==> src/lss_defs.svh <==
`ifndef LSS_DEFS_SVH
`define LSS_DEFS_SVH
// Register offsets
`define LSS_A_STATUS 3'h0
`define LSS_A_DATA 3'h1
`define LSS_A_BAUD 3'h2
`define LSS_A_EXT 3'h3
`define LSS_A_CR1 3'h4
`define LSS_A_CR2 3'h5
`define LSS_A_CR3 3'h6
// Reset values
`define LSS_STATUS_RST 8'hc0
`define LSS_CR_RST 8'h00
// Field positions
`define LSS_B_PAR_CHK 2
`define LSS_B_PAR_IRQ 0
`define LSS_B_RX_IRQ 5
`define LSS_B_MUTE 1
`define LSS_B_BRK 0
`define LSS_B_DIV_UPD 7
`define LSS_B_LIN_EN 6
`define LSS_B_SLAVE 5
`define LSS_B_ASYNC 4
`define LSS_B_HDR_MTH 3
`define LSS_B_HDR_IRQ 2
`define LSS_B_HDR_DET 1
`define LSS_B_SYNC_ST 0
// Timing in bit times and oversampling
`define LSS_OVS 16
`define LSS_BRK_BITS 11
`define LSS_MBRK_BITS 13
`define LSS_PBRK_BITS 10
`define LSS_HDR_MAX_BITS 57
`define LSS_SYNC_BYTE 8'h55
`endif

==> src/lss_pkg.sv <==
package lss_pkg;
  typedef logic [2:0] lss_addr_t;
  typedef enum logic [4:0] {
    RX_IDLE  = 5'h01,
    RX_START = 5'h02,
    RX_DATA  = 5'h04,
    RX_STOP  = 5'h08,
    RX_BRKW  = 5'h10
  } lss_rx_t;
  typedef enum logic [2:0] {
    HD_NONE  = 3'h1,
    HD_SYNC  = 3'h2,
    HD_IDENT = 3'h4
  } lss_hdr_t;
  typedef enum logic [2:0] {
    TX_IDLE  = 3'h1,
    TX_SHIFT = 3'h2,
    TX_BRK   = 3'h4
  } lss_tx_t;
endpackage : lss_pkg

==> src/lss_core.sv <==
// Design decisions made here: the placing of the registers and the plain strobed port.
`timescale 1ns/1ps
`include "lss_defs.svh"
// Behaviour
// [RQ1] Header error on bad sync, timeout, overrun
// [RQ2] Header error interrupts; cleared after sync state
// [RQ3] Noise flag only outside slave mode
// [RQ4] Framing error real only, never on break
// [RQ5] Parity error on identifier, interrupt enable
// [RQ6] Parity check enable switches identifier check
// [RQ7] Mute request set/cleared, hardware clears on wake
// [RQ8] Mute locked while receive full in slave
// [RQ9] Send break; set-then-clear sends one break (code: a set while idle starts one break and the clear queues one more)
// [RQ10] Divider update immediate or at next character
// [RQ11] Delayed update reloads previous nominal value
// [RQ12] Two-bit mode decode: off, master, slave
// [RQ13] Master break is 13 low bits
// [RQ14] Slave divider slots, 11-bit break, LIN wake
// [RQ15] Slave mode inhibits break transmission
// [RQ16] Auto-sync enable, slave mode only
// [RQ17] Header method selects detection and wake event
// [RQ18] Header interrupt when enabled and flag set
// [RQ19] Header flag set, cleared by status then control
// [RQ20] Identifier method needs break, sync, identifier
// [RQ21] Sync state set on break, hw/sw clear
// [RQ22] Mute slave discards bits until 11 dominant
// [RQ23] Baud is clock over 16 times 8.4 divider
// [RQ24] Header timeout only beyond 57 bit periods
module lss_core #(
  parameter int unsigned BRK_BITS     = `LSS_BRK_BITS,
  parameter int unsigned HDR_MAX_BITS = `LSS_HDR_MAX_BITS
) (
  // Clock and reset
  input  wire logic               mclk_in,
  input  wire logic               rst_b_in,
  // Register port
  input  wire lss_pkg::lss_addr_t addr_in,
  input  wire logic [7:0]         wdata_in,
  input  wire logic               wr_in,
  input  wire logic               rd_in,
  output logic [7:0]              rdata_out,
  // LIN line
  input  wire logic               receive_input_in,
  output logic                    tx_out,
  // Interrupt
  output logic                    irq_out
);
  import lss_pkg::*;

  localparam logic [7:0] BRK_TICKS = 8'(BRK_BITS * `LSS_OVS - 1);
  localparam logic [9:0] HDR_TICKS = 10'(HDR_MAX_BITS * `LSS_OVS);
  localparam logic [3:0] MBRK_N    = 4'(`LSS_MBRK_BITS);
  localparam logic [3:0] PBRK_N    = 4'(`LSS_PBRK_BITS);

  logic [7:0]  cr1_ff, cr2_ff, cr3_ff, data_ff, nom_mant_ff, tx_buf_ff;
  logic [3:0]  nom_frac_ff, s_cnt_ff, tx_tk_ff, tx_bits_ff;
  logic [11:0] baud_divisor_ff;
  logic [12:0] acc_ff, acc_sum;
  logic [2:0]  bit_cnt_ff, smp_ff, fe_cnt_ff;
  logic [7:0]  sh_ff, low_cnt_ff;
  logic [9:0]  hdr_t_ff;
  logic [14:0] meas_ff, meas_nxt;
  logic [13:0] tx_sh_ff;
  logic        tick_ff, rx_prev_ff, noise_acc_ff, low_done_ff, sync_blk_ff;
  logic        rfull_ff, herr_ff, fe_ff, pe_ff, noise_ff, seq_ff;
  logic        dum_ff, hdr_det_ff, sync_st_ff, mute_ff, brk_pend_ff;
  logic        tdre_ff, tc_ff, tx_ff, irq_ff;
  logic [7:0]  rdata_ff;
  lss_rx_t     rx_st_ff;
  lss_hdr_t    hdr_ph_ff;
  lss_tx_t     tx_st_ff;

  logic wr_data, wr_baud, wr_ext, wr_cr1, wr_cr2, wr_cr3;
  logic rd_st, rd_data, rd_cr3, clr_data, clr_cr3;
  logic lin_en, slave_mode, master_mode, hdm, asu_en, rx, fall;
  logic maj, noisy, bit_end, char_done, all_zero, frame_err;
  logic break_ev, sync_abort, sync_done, sync_ok, id_done, hdr_tmo, par_bad;
  logic xfer, ovr, herr_set, fe_set, pe_set, noise_set, hdf_set, wake;
  logic asu_load, dly_load, brk_req;
  logic [3:0] brk_n;

  assign wr_data  = wr_in && addr_in == `LSS_A_DATA;
  assign wr_baud  = wr_in && addr_in == `LSS_A_BAUD;
  assign wr_ext   = wr_in && addr_in == `LSS_A_EXT;
  assign wr_cr1   = wr_in && addr_in == `LSS_A_CR1;
  assign wr_cr2   = wr_in && addr_in == `LSS_A_CR2;
  assign wr_cr3   = wr_in && addr_in == `LSS_A_CR3;
  assign rd_st    = rd_in && addr_in == `LSS_A_STATUS;
  assign rd_data  = rd_in && addr_in == `LSS_A_DATA;
  assign rd_cr3   = rd_in && addr_in == `LSS_A_CR3;
  assign clr_data = rd_data && seq_ff;
  assign clr_cr3  = rd_cr3 && seq_ff;

  // [RQ12] Mode decode
  assign lin_en      = cr3_ff[`LSS_B_LIN_EN];
  assign slave_mode  = lin_en && cr3_ff[`LSS_B_SLAVE];
  assign master_mode = lin_en && !cr3_ff[`LSS_B_SLAVE];
  assign hdm         = cr3_ff[`LSS_B_HDR_MTH];
  // [RQ16] Auto-sync slave only
  assign asu_en      = slave_mode && cr3_ff[`LSS_B_ASYNC];
  assign rx          = receive_input_in;
  assign fall        = rx_prev_ff && !rx;

  // [RQ23] Fractional tick at 16x baud
  assign acc_sum = acc_ff + 13'h0010;
  always_ff @(posedge mclk_in or negedge rst_b_in) begin
    if (!rst_b_in) begin
      acc_ff  <= 13'h0000;
      tick_ff <= 1'b0;
    end else if (baud_divisor_ff[11:4] == 8'h00) begin
      acc_ff  <= 13'h0000;
      tick_ff <= 1'b0;
    end else if (acc_sum >= {1'b0, baud_divisor_ff}) begin
      acc_ff  <= acc_sum - {1'b0, baud_divisor_ff};
      tick_ff <= 1'b1;
    end else begin
      acc_ff  <= acc_sum;
      tick_ff <= 1'b0;
    end
  end

  // Majority of samples 7, 8 and 9
  assign maj       = (smp_ff[0] & smp_ff[1]) | (smp_ff[0] & smp_ff[2]) | (smp_ff[1] & smp_ff[2]);
  assign noisy     = !(&smp_ff) && (|smp_ff);
  assign bit_end   = tick_ff && s_cnt_ff == 4'hf;
  assign char_done = rx_st_ff == RX_STOP && bit_end;
  assign all_zero  = sh_ff == 8'h00 && !maj;
  // [RQ4] Dominant stop with a recessive bit
  assign frame_err = !maj && !all_zero;

  always_ff @(posedge mclk_in or negedge rst_b_in) begin
    if (!rst_b_in) begin
      rx_st_ff     <= RX_IDLE;
      s_cnt_ff     <= 4'h0;
      bit_cnt_ff   <= 3'h0;
      smp_ff       <= 3'h7;
      sh_ff        <= 8'h00;
      noise_acc_ff <= 1'b0;
      rx_prev_ff   <= 1'b1;
    end else begin
      rx_prev_ff <= rx;
      if (tick_ff && s_cnt_ff >= 4'h7 && s_cnt_ff <= 4'h9) begin
        smp_ff <= {smp_ff[1:0], rx};
      end
      if (rx_st_ff == RX_IDLE) begin
        s_cnt_ff <= 4'h0;
      end else if (tick_ff) begin
        s_cnt_ff <= s_cnt_ff + 4'h1;
      end
      if (bit_end && noisy) begin
        noise_acc_ff <= 1'b1;
      end
      if (break_ev || sync_abort) begin
        rx_st_ff <= RX_BRKW;
      end else begin
        unique case (rx_st_ff)
          RX_IDLE: begin
            noise_acc_ff <= 1'b0;
            if (!rx) begin
              rx_st_ff <= RX_START;
            end
          end
          RX_START: begin
            bit_cnt_ff <= 3'h0;
            if (bit_end) begin
              rx_st_ff <= maj ? RX_IDLE : RX_DATA;
            end
          end
          RX_DATA: begin
            if (bit_end) begin
              sh_ff      <= {maj, sh_ff[7:1]};
              bit_cnt_ff <= bit_cnt_ff + 3'h1;
              if (bit_cnt_ff == 3'h7) begin
                rx_st_ff <= RX_STOP;
              end
            end
          end
          RX_STOP: begin
            if (bit_end) begin
              rx_st_ff <= maj ? RX_IDLE : RX_BRKW;
            end
          end
          RX_BRKW: begin
            if (rx) begin
              rx_st_ff <= RX_IDLE;
            end
          end
        endcase
      end
    end
  end

  // [RQ14] Break is 11 dominant bits
  assign break_ev = slave_mode && tick_ff && !rx && low_cnt_ff == BRK_TICKS && !low_done_ff;
  always_ff @(posedge mclk_in or negedge rst_b_in) begin
    if (!rst_b_in) begin
      low_cnt_ff  <= 8'h00;
      low_done_ff <= 1'b0;
    end else if (rx) begin
      low_cnt_ff  <= 8'h00;
      low_done_ff <= 1'b0;
    end else if (tick_ff) begin
      if (low_cnt_ff != 8'hff) begin
        low_cnt_ff <= low_cnt_ff + 8'h01;
      end
      if (break_ev) begin
        low_done_ff <= 1'b1;
      end
    end
  end

  // Header sequence
  assign sync_abort = wr_cr3 && !wdata_in[`LSS_B_SYNC_ST] && sync_st_ff && !break_ev;
  assign sync_done  = hdr_ph_ff == HD_SYNC && char_done && !sync_blk_ff;
  assign sync_ok    = sync_done && maj && sh_ff == `LSS_SYNC_BYTE;
  assign id_done    = hdr_ph_ff == HD_IDENT && char_done;
  // [RQ24] Time out only past the limit
  assign hdr_tmo    = hdr_ph_ff != HD_NONE && !sync_blk_ff && tick_ff && hdr_t_ff == HDR_TICKS;
  assign par_bad    = (sh_ff[6] != ^{sh_ff[0], sh_ff[1], sh_ff[2], sh_ff[4]}) ||
                      (sh_ff[7] != ~^{sh_ff[1], sh_ff[3], sh_ff[4], sh_ff[5]});

  always_ff @(posedge mclk_in or negedge rst_b_in) begin
    if (!rst_b_in) begin
      hdr_ph_ff   <= HD_NONE;
      hdr_t_ff    <= 10'h000;
      sync_blk_ff <= 1'b0;
    end else if (break_ev) begin
      hdr_ph_ff   <= HD_SYNC;
      hdr_t_ff    <= {2'b00, BRK_TICKS} + 10'h001;
      sync_blk_ff <= 1'b0;
    end else if (sync_abort || hdr_tmo) begin
      hdr_ph_ff   <= HD_NONE;
      sync_blk_ff <= 1'b0;
    end else begin
      if (tick_ff && !sync_blk_ff) begin
        hdr_t_ff <= hdr_t_ff + 10'h001;
      end
      unique case (hdr_ph_ff)
        HD_NONE: begin
        end
        HD_SYNC: begin
          // [RQ20] Sync then identifier
          if (sync_done) begin
            if (sync_ok) begin
              hdr_ph_ff <= HD_IDENT;
            end else begin
              sync_blk_ff <= 1'b1;
            end
          end
        end
        HD_IDENT: begin
          if (id_done) begin
            hdr_ph_ff <= HD_NONE;
          end
        end
      endcase
    end
  end

  // [RQ22] Muted bits discarded outside header
  assign xfer      = char_done && maj && !mute_ff && hdr_ph_ff != HD_SYNC && !rfull_ff;
  assign ovr       = char_done && maj && !mute_ff && hdr_ph_ff != HD_SYNC && rfull_ff;
  // [RQ1] Three header error causes
  assign herr_set  = ovr || hdr_tmo || (sync_done && !sync_ok);
  assign fe_set    = char_done && frame_err && !mute_ff && hdr_ph_ff != HD_SYNC;
  // [RQ6] Identifier parity check enable
  assign pe_set    = id_done && maj && slave_mode && cr1_ff[`LSS_B_PAR_CHK] && par_bad;
  // [RQ3] No noise flag in slave
  assign noise_set = char_done && !slave_mode && (noise_acc_ff || noisy);
  // [RQ17] Method selects header event
  assign hdf_set   = (break_ev && !hdm) || (id_done && hdm && maj);
  assign wake      = mute_ff && slave_mode && hdf_set;

  // Status flags; a set beats a clear
  always_ff @(posedge mclk_in or negedge rst_b_in) begin
    if (!rst_b_in) begin
      rfull_ff <= 1'b0;
      herr_ff  <= 1'b0;
      fe_ff    <= 1'b0;
      pe_ff    <= 1'b0;
      noise_ff <= 1'b0;
      seq_ff   <= 1'b0;
      data_ff  <= 8'h00;
    end else begin
      if (xfer) begin
        data_ff <= sh_ff;
      end
      rfull_ff <= xfer || (rfull_ff && !clr_data);
      // [RQ2] Not clearable while sync state held
      herr_ff  <= herr_set || (herr_ff && !(clr_data && !sync_st_ff));
      fe_ff    <= fe_set || (fe_ff && !clr_data);
      // [RQ5] Parity flag and clear
      pe_ff    <= pe_set || (pe_ff && !clr_data);
      noise_ff <= noise_set || (noise_ff && !clr_data);
      if (rd_st) begin
        seq_ff <= 1'b1;
      end else if (rd_data || rd_cr3) begin
        seq_ff <= 1'b0;
      end
    end
  end

  // Auto-sync: five falling edges span eight bits
  assign meas_nxt = meas_ff + 15'h0001;
  assign asu_load = asu_en && hdr_ph_ff == HD_SYNC && fall && fe_cnt_ff == 3'h4;
  always_ff @(posedge mclk_in or negedge rst_b_in) begin
    if (!rst_b_in) begin
      fe_cnt_ff <= 3'h0;
      meas_ff   <= 15'h0000;
    end else if (hdr_ph_ff != HD_SYNC || !asu_en) begin
      fe_cnt_ff <= 3'h0;
      meas_ff   <= 15'h0000;
    end else begin
      if (fall && fe_cnt_ff != 3'h5) begin
        fe_cnt_ff <= fe_cnt_ff + 3'h1;
      end
      if (fe_cnt_ff != 3'h0 && meas_ff != 15'h7fff) begin
        meas_ff <= meas_nxt;
      end
    end
  end

  // Divider; measurement wins a coincident write
  assign dly_load = slave_mode && dum_ff && xfer;
  always_ff @(posedge mclk_in or negedge rst_b_in) begin
    if (!rst_b_in) begin
      nom_mant_ff <= 8'h00;
      nom_frac_ff <= 4'h0;
      baud_divisor_ff     <= 12'h000;
    end else begin
      if (wr_baud) begin
        nom_mant_ff <= wdata_in;
      end
      if (wr_ext) begin
        nom_frac_ff <= wdata_in[3:0];
      end
      // [RQ10] Immediate or delayed update
      if (asu_load) begin
        baud_divisor_ff <= meas_nxt[14:3];
      end else if (wr_baud && !(slave_mode && dum_ff)) begin
        baud_divisor_ff <= {wdata_in, nom_frac_ff};
      end else if (dly_load) begin
        // [RQ11] Old nominal when not rewritten
        baud_divisor_ff <= {nom_mant_ff, nom_frac_ff};
      end
    end
  end

  // Control registers
  always_ff @(posedge mclk_in or negedge rst_b_in) begin
    if (!rst_b_in) begin
      cr1_ff      <= `LSS_CR_RST;
      cr2_ff      <= `LSS_CR_RST;
      cr3_ff      <= `LSS_CR_RST;
      mute_ff     <= 1'b0;
      dum_ff      <= 1'b0;
      hdr_det_ff  <= 1'b0;
      sync_st_ff  <= 1'b0;
      brk_pend_ff <= 1'b0;
    end else begin
      if (wr_cr1) begin
        cr1_ff <= {wdata_in[7:2], 1'b0, wdata_in[0]};
      end
      if (wr_cr2) begin
        cr2_ff <= wdata_in;
      end
      if (wr_cr3) begin
        cr3_ff <= {1'b0, wdata_in[6:2], 2'b00};
      end
      // [RQ7] Hardware clears mute on wake
      if (wake) begin
        mute_ff <= 1'b0;
      end else if (wr_cr2 && !(slave_mode && rfull_ff)) begin
        // [RQ8] Write lock while receive full
        mute_ff <= wdata_in[`LSS_B_MUTE];
      end
      if (slave_mode && xfer) begin
        dum_ff <= 1'b0;
      end else if (wr_cr3) begin
        dum_ff <= wdata_in[`LSS_B_DIV_UPD];
      end
      // [RQ19] Header flag set and clear
      hdr_det_ff <= (slave_mode && hdf_set) || (hdr_det_ff && !clr_cr3);
      // [RQ21] Sync state set and clears
      if (break_ev) begin
        sync_st_ff <= 1'b1;
      end else if (sync_ok || hdr_tmo || sync_abort) begin
        sync_st_ff <= 1'b0;
      end
      // [RQ9] Falling send break queues one
      if (wr_cr2 && cr2_ff[`LSS_B_BRK] && !wdata_in[`LSS_B_BRK]) begin
        brk_pend_ff <= 1'b1;
      end else if (tx_st_ff == TX_IDLE && brk_req) begin
        brk_pend_ff <= 1'b0;
      end
    end
  end

  // [RQ15] No break in slave mode
  assign brk_req = !slave_mode && (cr2_ff[`LSS_B_BRK] || brk_pend_ff);
  // [RQ13] Master break length
  assign brk_n   = master_mode ? MBRK_N : PBRK_N;

  always_ff @(posedge mclk_in or negedge rst_b_in) begin
    if (!rst_b_in) begin
      tx_st_ff   <= TX_IDLE;
      tx_sh_ff   <= 14'h3fff;
      tx_bits_ff <= 4'h0;
      tx_tk_ff   <= 4'h0;
      tx_buf_ff  <= 8'h00;
      tdre_ff    <= 1'b1;
      tc_ff      <= 1'b1;
      tx_ff      <= 1'b1;
    end else begin
      if (wr_data) begin
        tx_buf_ff <= wdata_in;
        tdre_ff   <= 1'b0;
        tc_ff     <= 1'b0;
      end
      unique case (tx_st_ff)
        TX_IDLE: begin
          tx_tk_ff <= 4'h0;
          if (brk_req) begin
            tx_sh_ff   <= 14'h0001 << brk_n;
            tx_bits_ff <= brk_n + 4'h1;
            tx_ff      <= 1'b0;
            tx_st_ff   <= TX_BRK;
            tc_ff      <= 1'b0;
          end else if (!tdre_ff) begin
            tx_sh_ff   <= {5'h01, tx_buf_ff, 1'b0};
            tx_bits_ff <= 4'ha;
            tx_ff      <= 1'b0;
            tx_st_ff   <= TX_SHIFT;
            tdre_ff    <= wr_data ? 1'b0 : 1'b1;
          end
        end
        TX_SHIFT, TX_BRK: begin
          if (tick_ff) begin
            tx_tk_ff <= tx_tk_ff + 4'h1;
          end
          if (tick_ff && tx_tk_ff == 4'hf) begin
            if (tx_bits_ff == 4'h1) begin
              tx_ff    <= 1'b1;
              tx_st_ff <= TX_IDLE;
              tc_ff    <= tdre_ff && !wr_data;
            end else begin
              tx_sh_ff   <= tx_sh_ff >> 1;
              tx_ff      <= tx_sh_ff[1];
              tx_bits_ff <= tx_bits_ff - 4'h1;
            end
          end
        end
      endcase
    end
  end

  // Interrupt and read data
  always_ff @(posedge mclk_in or negedge rst_b_in) begin
    if (!rst_b_in) begin
      irq_ff   <= 1'b0;
      rdata_ff <= 8'h00;
    end else begin
      // [RQ18] Header interrupt gating
      irq_ff <= (cr2_ff[`LSS_B_RX_IRQ] && (rfull_ff || herr_ff)) ||
                (cr1_ff[`LSS_B_PAR_IRQ] && pe_ff) ||
                (slave_mode && cr3_ff[`LSS_B_HDR_IRQ] && hdr_det_ff);
      rdata_ff <= 8'h00;
      if (rd_in) begin
        unique case (addr_in)
          `LSS_A_STATUS: rdata_ff <= {tdre_ff, tc_ff, rfull_ff, 1'b0,
                                      herr_ff, noise_ff, fe_ff, pe_ff};
          `LSS_A_DATA:   rdata_ff <= data_ff;
          `LSS_A_BAUD:   rdata_ff <= nom_mant_ff;
          `LSS_A_EXT:    rdata_ff <= {4'h0, nom_frac_ff};
          `LSS_A_CR1:    rdata_ff <= cr1_ff;
          `LSS_A_CR2:    rdata_ff <= {cr2_ff[7:2], mute_ff, cr2_ff[0]};
          `LSS_A_CR3:    rdata_ff <= {dum_ff, cr3_ff[6:2], hdr_det_ff, sync_st_ff};
          default:       rdata_ff <= 8'h00;
        endcase
      end
    end
  end

  assign rdata_out = rdata_ff;
  assign tx_out    = tx_ff;
  assign irq_out   = irq_ff;
endmodule : lss_core

==> config.mk <==
export PLATFORM = sky130hd
export DESIGN_NAME = lss_core
export DESIGN_NICKNAME = d
export VERILOG_FILES = /design/src/lss_pkg.sv /design/src/lss_core.sv
export VERILOG_INCLUDE_DIRS = /design/src
export SDC_FILE = /design/constraint.sdc
export NUM_CORES = 1
export LEC_CHECK = 0
export BUFFER_PORTS_ARGS = -buffer_cell sky130_fd_sc_hd__buf_4
export CAP_MARGIN = 20
export CORE_ASPECT_RATIO = 2
export CORE_MARGIN = 2
export CORE_UTILIZATION = 54
export DETAILED_ROUTE_END_ITERATION = 12
export HOLD_SLACK_MARGIN = 0.15
export PLACE_DENSITY_LB_ADDON = 0.3
export SETUP_SLACK_MARGIN = 0.4
export SLEW_MARGIN = 40
export SYNTH_ARGS = -nofsm -noshare
export SYNTH_HDL_FRONTEND = slang
export SYNTH_SLANG_ARGS = --single-unit
==> constraint.sdc <==
create_clock -name mclk_in -period 2.92 [get_ports mclk_in]
set_input_delay 0.292 -clock mclk_in [delete_from_list [all_inputs] [get_ports mclk_in]]
set_output_delay 0.292 -clock mclk_in [all_outputs]
set_load 0.1 [all_outputs]
==> flow_summary.json, run 1 <==
{
  "status": "finished clean",
  "dieHeight_microns": 196,
  "startpoint": "acc_ff[7]",
  "whs_ns": 0.184,
  "cp.arrival_ns": 3.10,
  "path_clk_slew_ns": 0.07,
  "grt_use_total": 0.253,
  "ant_nets": 0,
  "final_nets": 1114,
  "wl_microns": 24200,
  "syn_nets": 1058,
  "fin_crit_ns": 2.78,
  "final_cell_mix": "dfrtp_1, nor2_1, nand2_1",
  "min-delay-start": "wdata_in[7]",
  "die_area_sq_um": 19500,
  "cts_sinks": 186,
  "cts_root_buf": "clkbuf_16",
  "crit_fanout": 7,
  "synth_seq_cells": 186,
  "skew_ns": 0.0121,
  "grt_pass1_vias": 7848,
  "numCtsBuffers": 17,
  "grt-ovfl-total": 0,
  "synth_ff_type": "dfrtp_1",
  "period_share": 0.953,
  "synth_cells": 1009,
  "fillers": 1493,
  "core_sq_um": 18100,
  "num_vias": 7780,
  "endpoint_kind": "flop",
  "drt_iter0_drc": 352,
  "clkLatencyLatePin_ns": 0.44,
  "synth_edf_count": 0,
  "p_leak_nw": 5.08,
  "n_antenna_cell": 0,
  "synth_cell_types": 67,
  "grt_max_degree": 75,
  "drt-pass1-iter-count": 6,
  "ys_warn_count": 0,
  "core.rowCount": 70,
  "grt_pass1_wl_microns": 38700,
  "final_util": 0.637,
  "worstMarginPinSlew_ns": 0.717,
  "synth.avg_cell_area_sq_um": 9.83,
  "hold_viol_final": 0,
  "final_common_cell": "dfrtp_1",
  "slew_headroom": 0.520,
  "power_density_nw_per_um2": 972,
  "synth_area_sq_um": 9920,
  "finalSetupViolations": 0,
  "htreeDepth": 4,
  "hp-class": "primary input to flop",
  "rsz0062_at_grt": "yes",
  "drv_cap": 0,
  "reg2reg_from": "acc_ff[7]",
  "yosysSeqAreaShare": 0.472,
  "tns_ns": 0,
  "grt_antenna_before_repair": 0,
  "worstPathRequired_ns": 3.23,
  "dpl.hpwl_microns": 17500,
  "gp_congestion": 0.935,
  "cts_tree": "built",
  "synthArstFlopShare": 1.00,
  "vdd_drop_max_mv": 0.530,
  "drive_gt1_frac": 0.226,
  "worstSetupPathType": "flop to flop",
  "syn_to_final_growth_pct": 16.3,
  "wl_per_cell_microns": 18.7,
  "drcViolationCount": 0,
  "start_kind": "flop",
  "die_x_microns": 99.9,
  "final_max_slew_viol_count": 0,
  "initial_core_util": 0.547,
  "fmax_mhz": 359,
  "cts_buffer_depth": 2,
  "port_buffers": 25,
  "vias_per_cell": 6.01,
  "ioPinCount": 26
}
## metal layers
metal | share of wire | wire, microns | vias to the layer above | global-route usage
met2 | 0.55 | 13300 | 207 | 0.465
met5 | 0 | 0 | - | 0
met1 | 0.36 | 8650 | 3820 | 0.262
li1 | - | - | 3668 | -
met3 | 0.035 | 836 | 85 | 0.0406
met4 | 0.058 | 1410 | 0 | 0.152
## final cells by class
type,count,area [sq um],share of cell area
multi-input combinational,745,5250,0.454
clock buffer,22,484,0.0419
sequential,186,4680,0.406
tap,216,270,0.0234
timing repair buffer,77,636,0.0551
clock inverter,10,82.6,0.00715
inverter,38,143,0.0124
## logic make-up (layout without fill, tap and decap cells)
logic type / count (synthesis) / after routing / synth area share
buffers and inverters: 78 / 147 / 0.0305
adder cells (fa/ha/maj): 34 / 34 / 0.0434
AO/OA/AOI/OAI: 187 / 187 / 0.115
flip-flops: 186 / 186 / 0.472
multiplexers: 80 / 80 / 0.0927
AND/OR/NAND/NOR: 376 / 376 / 0.186
XOR/XNOR: 68 / 68 / 0.0600
## report_power, final
group	internal (mW)	switching [mW]	total (mW)
Sequential	3.27	0.566	3.83
Combinational	2.29	2.89	5.18
Clock	1.19	1.02	2.21
Total	6.75	4.47	11.2
## critical path, cell delays in order, from the launching register on
cell and delay [ns]:
dfrtp_1 0.45, nand3_4 0.12, nor2_4 0.11, buf_4 0.14
xor2_4 0.19, ha_1 0.28, nand4_1 0.15, nor3_2 0.05
or4_4 0.57, a21oi_4 0.16, buf_12 0.15, buf_8 0.11
a211o_1 0.12, a21oi_1 0.06
## synth_stat cells, drive strengths merged, types with 21 or more instances
library cell | n | share of area
dfrtp | 163 | 0.41
nor2 | 103 | 0.039
nand2 | 102 | 0.039
a21oi | 58 | 0.029
o21ai | 57 | 0.029
mux2 | 55 | 0.062
nand3 | 44 | 0.022
inv | 38 | 0.014
xnor2 | 35 | 0.031
xor2 | 33 | 0.029
ha | 32 | 0.040
clkbuf | 30 | 0.011
dfstp | 23 | 0.061
mux2i | 21 | 0.021
## timing repair
item	CTS	global route
gates resized for setup	10	48
buffers inserted	6	17
setup endpoints to repair	14	39
endpoints found under the hold margin	66	0
pin swaps	2	22
hold buffers	3	0
## stage by stage
stage / power [mW] / cells / setup WS [ns] / area, sq um
after floorplan: 6.94 / 1009 / 0.386 / 9950
final: 11.2 / 1294 / 0.137 / 11500
after global routing: 11.9 / 1294 / 0.0457 / 11500
after CTS: 10.6 / 1277 / 0.239 / 11200
after global placement: 8.06 / 1236 / 0.0779 / 10500
after detailed placement: 8.17 / 1236 / 0.00778 / 10500
## registers in the layout, summed over array words and instances, names as in the netlist, 3 cells and up
| name | flops |
|---|---|
| cr1_ff | 7 |
| tx_bits_ff | 4 |
| data_ff | 8 |
| rx_st_ff | 5 |
| s_cnt_ff | 4 |
| baud_divisor_ff | 12 |
| low_cnt_ff | 8 |
| tx_st_ff | 3 |
| tx_buf_ff | 8 |
| rdata_out | 8 |
| nom_frac_ff | 4 |
| tx_sh_ff | 13 |
| nom_mant_ff | 8 |
| acc_ff | 13 |
| cr3_ff | 5 |
| hdr_t_ff | 10 |
| bit_cnt_ff | 3 |
| sh_ff | 8 |
| smp_ff | 3 |
| meas_ff | 15 |
| tx_tk_ff | 4 |
| fe_cnt_ff | 3 |
| cr2_ff | 7 |
| hdr_ph_ff | 3 |
## worst paths after layout
path	to	slack, ns	cells past startpoint
max	acc_ff[4]	0.14	13
min	cr1_ff[7]	0.18	2
max reg2reg	acc_ff[4]	0.14	13
min reg2reg	baud_divisor_ff[10]	0.48	2
max in group asynchronous	smp_ff[1]	1.65	3
min in group asynchronous	acc_ff[2]	0.40	2
Note: power is estimated with default switching activity, not from simulation.
==> run 2: changes to the inputs <==
--- a/config.mk
+++ b/config.mk
@@ -9,7 +9,7 @@
 export BUFFER_PORTS_ARGS = -buffer_cell sky130_fd_sc_hd__buf_4
 export CAP_MARGIN = 20
 export CORE_ASPECT_RATIO = 2
-export CORE_MARGIN = 2
+export CORE_MARGIN = 4
 export CORE_UTILIZATION = 54
 export DETAILED_ROUTE_END_ITERATION = 12
 export HOLD_SLACK_MARGIN = 0.15
==> run 2 against run 1 <==
Compared with the run above: power about the same; first-iteration DRC count increased by 1.7%; count of clock-buffer cells in the layout decreased by 4; fmax increased by 3.9%; via count decreased by 0.44%; clock skew decreased by 0.0013 ns; sequential share of layout area increased by 0.11 points; wire length decreased by 0.34%.
==> flow_summary.json, run 2 (synthesis results as in run 1) <==
{
  "status": "finished clean",
  "worstSetupPathType": "flop to flop",
  "gp_congestion": 0.912,
  "hp-class": "primary input to flop",
  "rsz0062_at_grt": "yes",
  "placed_cell_area_sq_um": 10500,
  "finalSetupViolations": 0,
  "largest_register_ffs": 15,
  "drt_iter0_drc": 358,
  "tns_ns": 0,
  "cp_top_family": "simple AND/OR/NAND/NOR gates",
  "dieHeight_microns": 200,
  "grt_use_total": 0.238,
  "crit_fanout": 5,
  "grt_pass1_vias": 8046,
  "clkLatencyLatePin_ns": 0.43,
  "drv_cap": 0,
  "slew_headroom": 0.530,
  "skew_ns": 0.0108,
  "total_power_mw": 11.2,
  "cts_tree": "built",
  "port_buffers": 25,
  "final_max_slew_viol_count": 0,
  "grt_antenna_before_repair": 0,
  "vias_per_cell": 6.01,
  "grt_pass1_wl_microns": 39500,
  "die_area_sq_um": 20700,
  "core.rowCount": 69,
  "grt-ovfl-total": 0,
  "drt-pass1-iter-count": 5,
  "drcViolationCount": 0,
  "cts_sinks": 186,
  "die_x_microns": 104,
  "cp_slowest_cell": "or4_4",
  "path_cells": "ha_4, nand3_1, xnor2_2, ha_4, nand4_1, nor3_2, or4_4, a21oi_4, buf_6, buf_4, a211o_1, a21oi_1",
  "critPathBufInv": 2,
  "ioPinCount": 26,
  "cts_root_buf": "clkbuf_16",
  "p_leak_nw": 5.06,
  "multi_input_area_sq_um": 5250,
  "fin_crit_ns": 2.68,
  "core_sq_um": 18000,
  "start_kind": "flop",
  "max_stage_delay_ns": 0.47,
  "num_vias": 7746,
  "final_area_sq_um": 11500,
  "wl_per_cell_microns": 18.7,
  "hold_viol_final": 0,
  "ant_nets": 0,
  "vdd_drop_max_mv": 0.479,
  "dpl.hpwl_microns": 17300,
  "fillers": 1452,
  "syn_to_final_growth_pct": 16.0,
  "endpoint_kind": "flop",
  "initial_core_util": 0.553,
  "worstMarginPinSlew_ns": 0.703,
  "final_cell_mix": "dfrtp_1, nor2_1, nand2_1",
  "path_clk_slew_ns": 0.07,
  "htreeDepth": 4,
  "reg.largest.list": "meas_ff x15, acc_ff x13, tx_sh_ff x13",
  "fmax_mhz": 374,
  "final_nets": 1111,
  "worstPathRequired_ns": 3.23,
  "wl_microns": 24100,
  "cts_buffer_depth": 2,
  "drive_gt1_frac": 0.225,
  "r2r_slack_ns": 0.24,
  "top_register": "meas_ff",
  "numCtsBuffers": 17,
  "period_share": 0.917,
  "cp_common_cell": "ha_4",
  "cp.arrival_ns": 2.98,
  "seqCellArea_sq_um": 4680,
  "whs_ns": 0.187,
  "n_antenna_cell": 0,
  "grt_max_degree": 87,
  "final_common_cell": "dfrtp_1",
  "power_density_nw_per_um2": 974
}
-- run 2: changes by cell type in the layout (fill, tap and decap cells not counted), moves of 3 or more --
cell        before  now
o21ai_1          5    1
nand3_1         38   41
nand3_2          5    2
clkinvlp_4       4    1
clkbuf_8         5    1
o21ai_0         51   55
-- run 2: worst paths after layout --
check / startpoint / cells past startpoint / to
setup / recovery: acc_ff[5] / 12 / acc_ff[12]
hold / removal: wdata_in[5] / 2 / tx_buf_ff[5]
setup reg to reg: acc_ff[5] / 12 / acc_ff[12]
hold reg to reg: tx_out / 2 / tx_out
max in group asynchronous: rst_b_in / 3 / rx_prev_ff
min in group asynchronous: rst_b_in / 2 / hdr_t_ff[2]
-- run 2: per-stage QoR --
stage	cells	util	worst slack [ns]
4_1_cts	1278	0.627	0.258
5_1_grt	1288	0.641	0.151
2_1_floorplan	1009	-	0.386
6_report	1288	0.641	0.243
3_3_place_gp	1232	0.582	0.147
3_5_place_dp	1232	0.583	0.0402
-- run 2: final cells by class --
class                      count  share of cell area
clock buffer                  18              0.0373
sequential                   186               0.407
inverter                      38              0.0124
multi-input combinational    746               0.456
clock inverter                14              0.0140
tap                          213              0.0231
timing repair buffer          73              0.0506
-- run 2: per-layer routing --
metal	wire length [microns]	part of all wire	global-route usage
met1	8750	0.36	0.242
met2	13300	0.55	0.454
met3	622	0.026	0.0320
met4	1370	0.057	0.150
met5	0	0	0
-- run 2: timing repair --
action                                 CTS  global route
buffers inserted                        10            10
endpoints found under the hold margin   69             0
setup endpoints to repair               25            44
hold buffers                             2             0
pin swaps                                5            19
cloned                                   2             0
resized for setup                       16            39
-- run 2: where the power goes --
| part | leakage [nW] | total, mW | internal, mW | switching (mW) |
|---|---|---|---|---|
| clock network | 0.289 | 2.34 | 1.29 | 1.05 |
| registers | 2.33 | 3.81 | 3.27 | 0.540 |
| logic | 2.44 | 5.07 | 2.20 | 2.88 |
| total | 5.06 | 11.2 | 6.75 | 4.47 |
-- run 2: worst reg2reg max path: stages (launching register included) --
cell and delay (ns):
dfrtp_1 0.44, ha_4 0.19, nand3_1 0.12, xnor2_2 0.28
ha_4 0.26, nand4_1 0.13, nor3_2 0.07, or4_4 0.47
a21oi_4 0.17, buf_6 0.16, buf_4 0.11, a211o_1 0.10
a21oi_1 0.06
==> run 3: changes to the inputs <==
--- a/config.mk
+++ b/config.mk
@@ -14,7 +14,6 @@
 export DETAILED_ROUTE_END_ITERATION = 12
 export HOLD_SLACK_MARGIN = 0.15
 export PLACE_DENSITY_LB_ADDON = 0.3
-export SETUP_SLACK_MARGIN = 0.4
 export SLEW_MARGIN = 40
 export SYNTH_ARGS = -nofsm -noshare
 export SYNTH_HDL_FRONTEND = slang
==> constraint.sdc (replaced) <==
create_clock -name mclk_in -period 2.4 [get_ports mclk_in]
set_input_delay 0.24 -clock mclk_in [delete_from_list [all_inputs] [get_ports mclk_in]]
set_output_delay 0.24 -clock mclk_in [all_outputs]
set_load 0.1 [all_outputs]
==> run 3 against run 2 <==
Compared with the run above: the flow now finishes with violations (negative setup slack); sequential power rose by 21%; hold slack lost 0.010 ns; clock power increased by 21%; non-clock buffer count rose by 47; die area unchanged; final area rose by 2.9%; cell count grew 3.7%; critical path type unchanged; largest power group unchanged.
==> flow_summary.json, run 3 (synthesis results as in run 1) <==
{
  "slew_headroom": 0.565,
  "ant_nets": 0,
  "final_cell_mix": "dfrtp_1, buf_4, nor2_1",
  "vias_per_cell": 5.94,
  "cts_tree": "built",
  "die_x_microns": 104,
  "violations": "negative setup slack",
  "numPlacedInstances": 1286,
  "whs_ns": 0.177,
  "final_nets": 1159,
  "max_stage_delay_ns": 0.46,
  "largest_register_ffs": 15,
  "worstMarginPinSlew_ns": 0.650,
  "drt-pass1-iter-count": 5,
  "path_clk_slew_ns": 0.07,
  "fillers": 1384,
  "wl_per_cell_microns": 18.1,
  "grt_use_total": 0.245,
  "final_common_cell": "dfrtp_1",
  "clkPwrFrac": 0.201,
  "drt_iter0_drc": 423,
  "switching_power_mw": 5.49,
  "switching_share": 0.392,
  "cp.arrival_ns": 3.02,
  "total_power_mw": 14.0,
  "num_vias": 7937,
  "initial_core_util": 0.553,
  "vdd_drop_max_mv": 0.648,
  "grt_pass1_vias": 8342,
  "dpl.hpwl_microns": 17700,
  "drcViolationCount": 0,
  "start_kind": "flop",
  "layout.cells.non_filler": 1336,
  "dieHeight_microns": 200,
  "numCtsBuffers": 17,
  "power_density_nw_per_um2": 1180,
  "gp_congestion": 0.929,
  "seqCellArea_sq_um": 4680,
  "n_antenna_cell": 0,
  "worstSetupPathType": "flop to flop",
  "fin_crit_ns": 2.65,
  "p_int_mw": 8.52,
  "p_leak_nw": 5.29,
  "reg.largest.list": "meas_ff x15, acc_ff x13, tx_sh_ff x13",
  "hold-path-cell-count": 2,
  "worstPathRequired_ns": 2.77,
  "reg2reg_from": "acc_ff[4]",
  "pwr-share-seq": 0.330,
  "period_share": 1.10,
  "pre_cts_ws_ns": -0.272,
  "wl_microns": 24200,
  "grt-ovfl-total": 0,
  "crit_fanout": 9,
  "finalSetupViolations": 14,
  "path_cells": "ha_4, nand2_2, nor2_2, xor2_1, ha_1, nand4_1, nor3_1, or4_4, a21oi_4, buf_12, and4_1, a21o_1",
  "final_max_slew_viol_count": 0,
  "grt_pass1_wl_microns": 40600,
  "reg2regPathDepth": 12,
  "drv_cap": 0,
  "core.rowCount": 69,
  "cts_root_buf": "clkbuf_16",
  "top_register": "meas_ff",
  "grt_antenna_before_repair": 0,
  "status": "complete, but fails checks",
  "port_buffers": 25,
  "hp-class": "primary input to flop",
  "startpoint": "acc_ff[4]",
  "hold_viol_final": 0,
  "final_util": 0.660,
  "hold_end": "tx_buf_ff[0]",
  "drive_gt1_frac": 0.242,
  "htreeDepth": 4,
  "die_area_sq_um": 20700,
  "syn_to_final_growth_pct": 19.4,
  "min-delay-start": "wdata_in[0]",
  "multi_input_area_sq_um": 5190,
  "p_comb_frac": 0.469,
  "r2r-end": "acc_ff[6]",
  "rsz0062_at_grt": "yes",
  "cp_slowest_cell": "or4_4",
  "fmax_mhz": 378,
  "endpoint_kind": "flop",
  "cts_buffer_depth": 2,
  "grt_max_degree": 63,
  "core_sq_um": 18000,
  "skew_ns": 0.0149,
  "fin_ws_ns": -0.246,
  "cts_sinks": 186,
  "r2r_slack_ns": -0.25,
  "clkLatencyLatePin_ns": 0.44,
  "ioPinCount": 26
}
-- run 3: cell types whose count changed in the layout (fill, tap and decap cells not counted), moves of 3 or more --
cell / delta
dlygate4sd3_1: +8
buf_4: +40
o21ai_0: -5
o21ai_1: +5
buf_6: -3
-- run 3: final cells by class --
type	instances	area share
Clock buffer	18	0.0371
Inverter	38	0.0120
Tap cell	213	0.0225
Sequential cell	186	0.395
Multi-Input combinational cell	747	0.438
Clock inverter	14	0.0132
Timing Repair Buffer	120	0.0818
-- run 3: power groups by stage --
stage / sequential (mW) / clock [mW] / combinational, mW
floorplan: 4.62 / 0 / 3.93
global placement: 4.61 / 0 / 5.86
detailed placement: 4.64 / 0 / 5.99
CTS: 4.59 / 2.87 / 6.23
global route: 4.72 / 3.00 / 7.29
finish: 4.62 / 2.82 / 6.57
-- run 3: how the worst max path moves through the flow --
stage	endpoint	slack (ns)	depth (start not counted)
detailed placement	acc_ff[2]	-0.27	10
global route	acc_ff[6]	-0.36	12
CTS	acc_ff[6]	-0.17	12
finish	acc_ff[6]	-0.25	12
floorplan	acc_ff[0]	-0.09	12
global placement	acc_ff[5]	-0.32	10
-- run 3: critical path, delay by kind of cell, from the launching register on --
| family | cells | cell delay (ns) |
|---|---|---|
| AND/OR/NAND/NOR | 6 | 1.00 |
| adder cells (fa/ha/maj) | 2 | 0.47 |
| flip-flops | 1 | 0.42 |
| AO/OA/AOI/OAI | 2 | 0.30 |
| XOR/XNOR | 1 | 0.22 |
| buffers and inverters | 1 | 0.15 |
-- run 3: what timing repair did --
action | CTS | global route
hold buffers | 10 | 0
setup buffers | 2 | 4
pin swaps | 3 | 8
setup endpoints to repair | 17 | 28
cloned | 1 | 1
endpoints found under the hold margin | 88 | 0
gates resized for setup | 13 | 25
-- run 3: metrics by stage --
step | setup TNS, ns | area (sq um)
final | -2.73 | 11900
after floorplan | -0.601 | 9990
after global routing | -4.57 | 11900
after CTS | -1.77 | 11700
after detailed placement | -2.97 | 10900
after global placement | -3.18 | 10900
-- run 3: per-layer routing --
| layer | track usage | wire length (microns) |
|---|---|---|
| met5 | 0 | 0 |
| met4 | 0.158 | 1490 |
| met3 | 0.0349 | 727 |
| met2 | 0.469 | 13500 |
| met1 | 0.246 | 8460 |
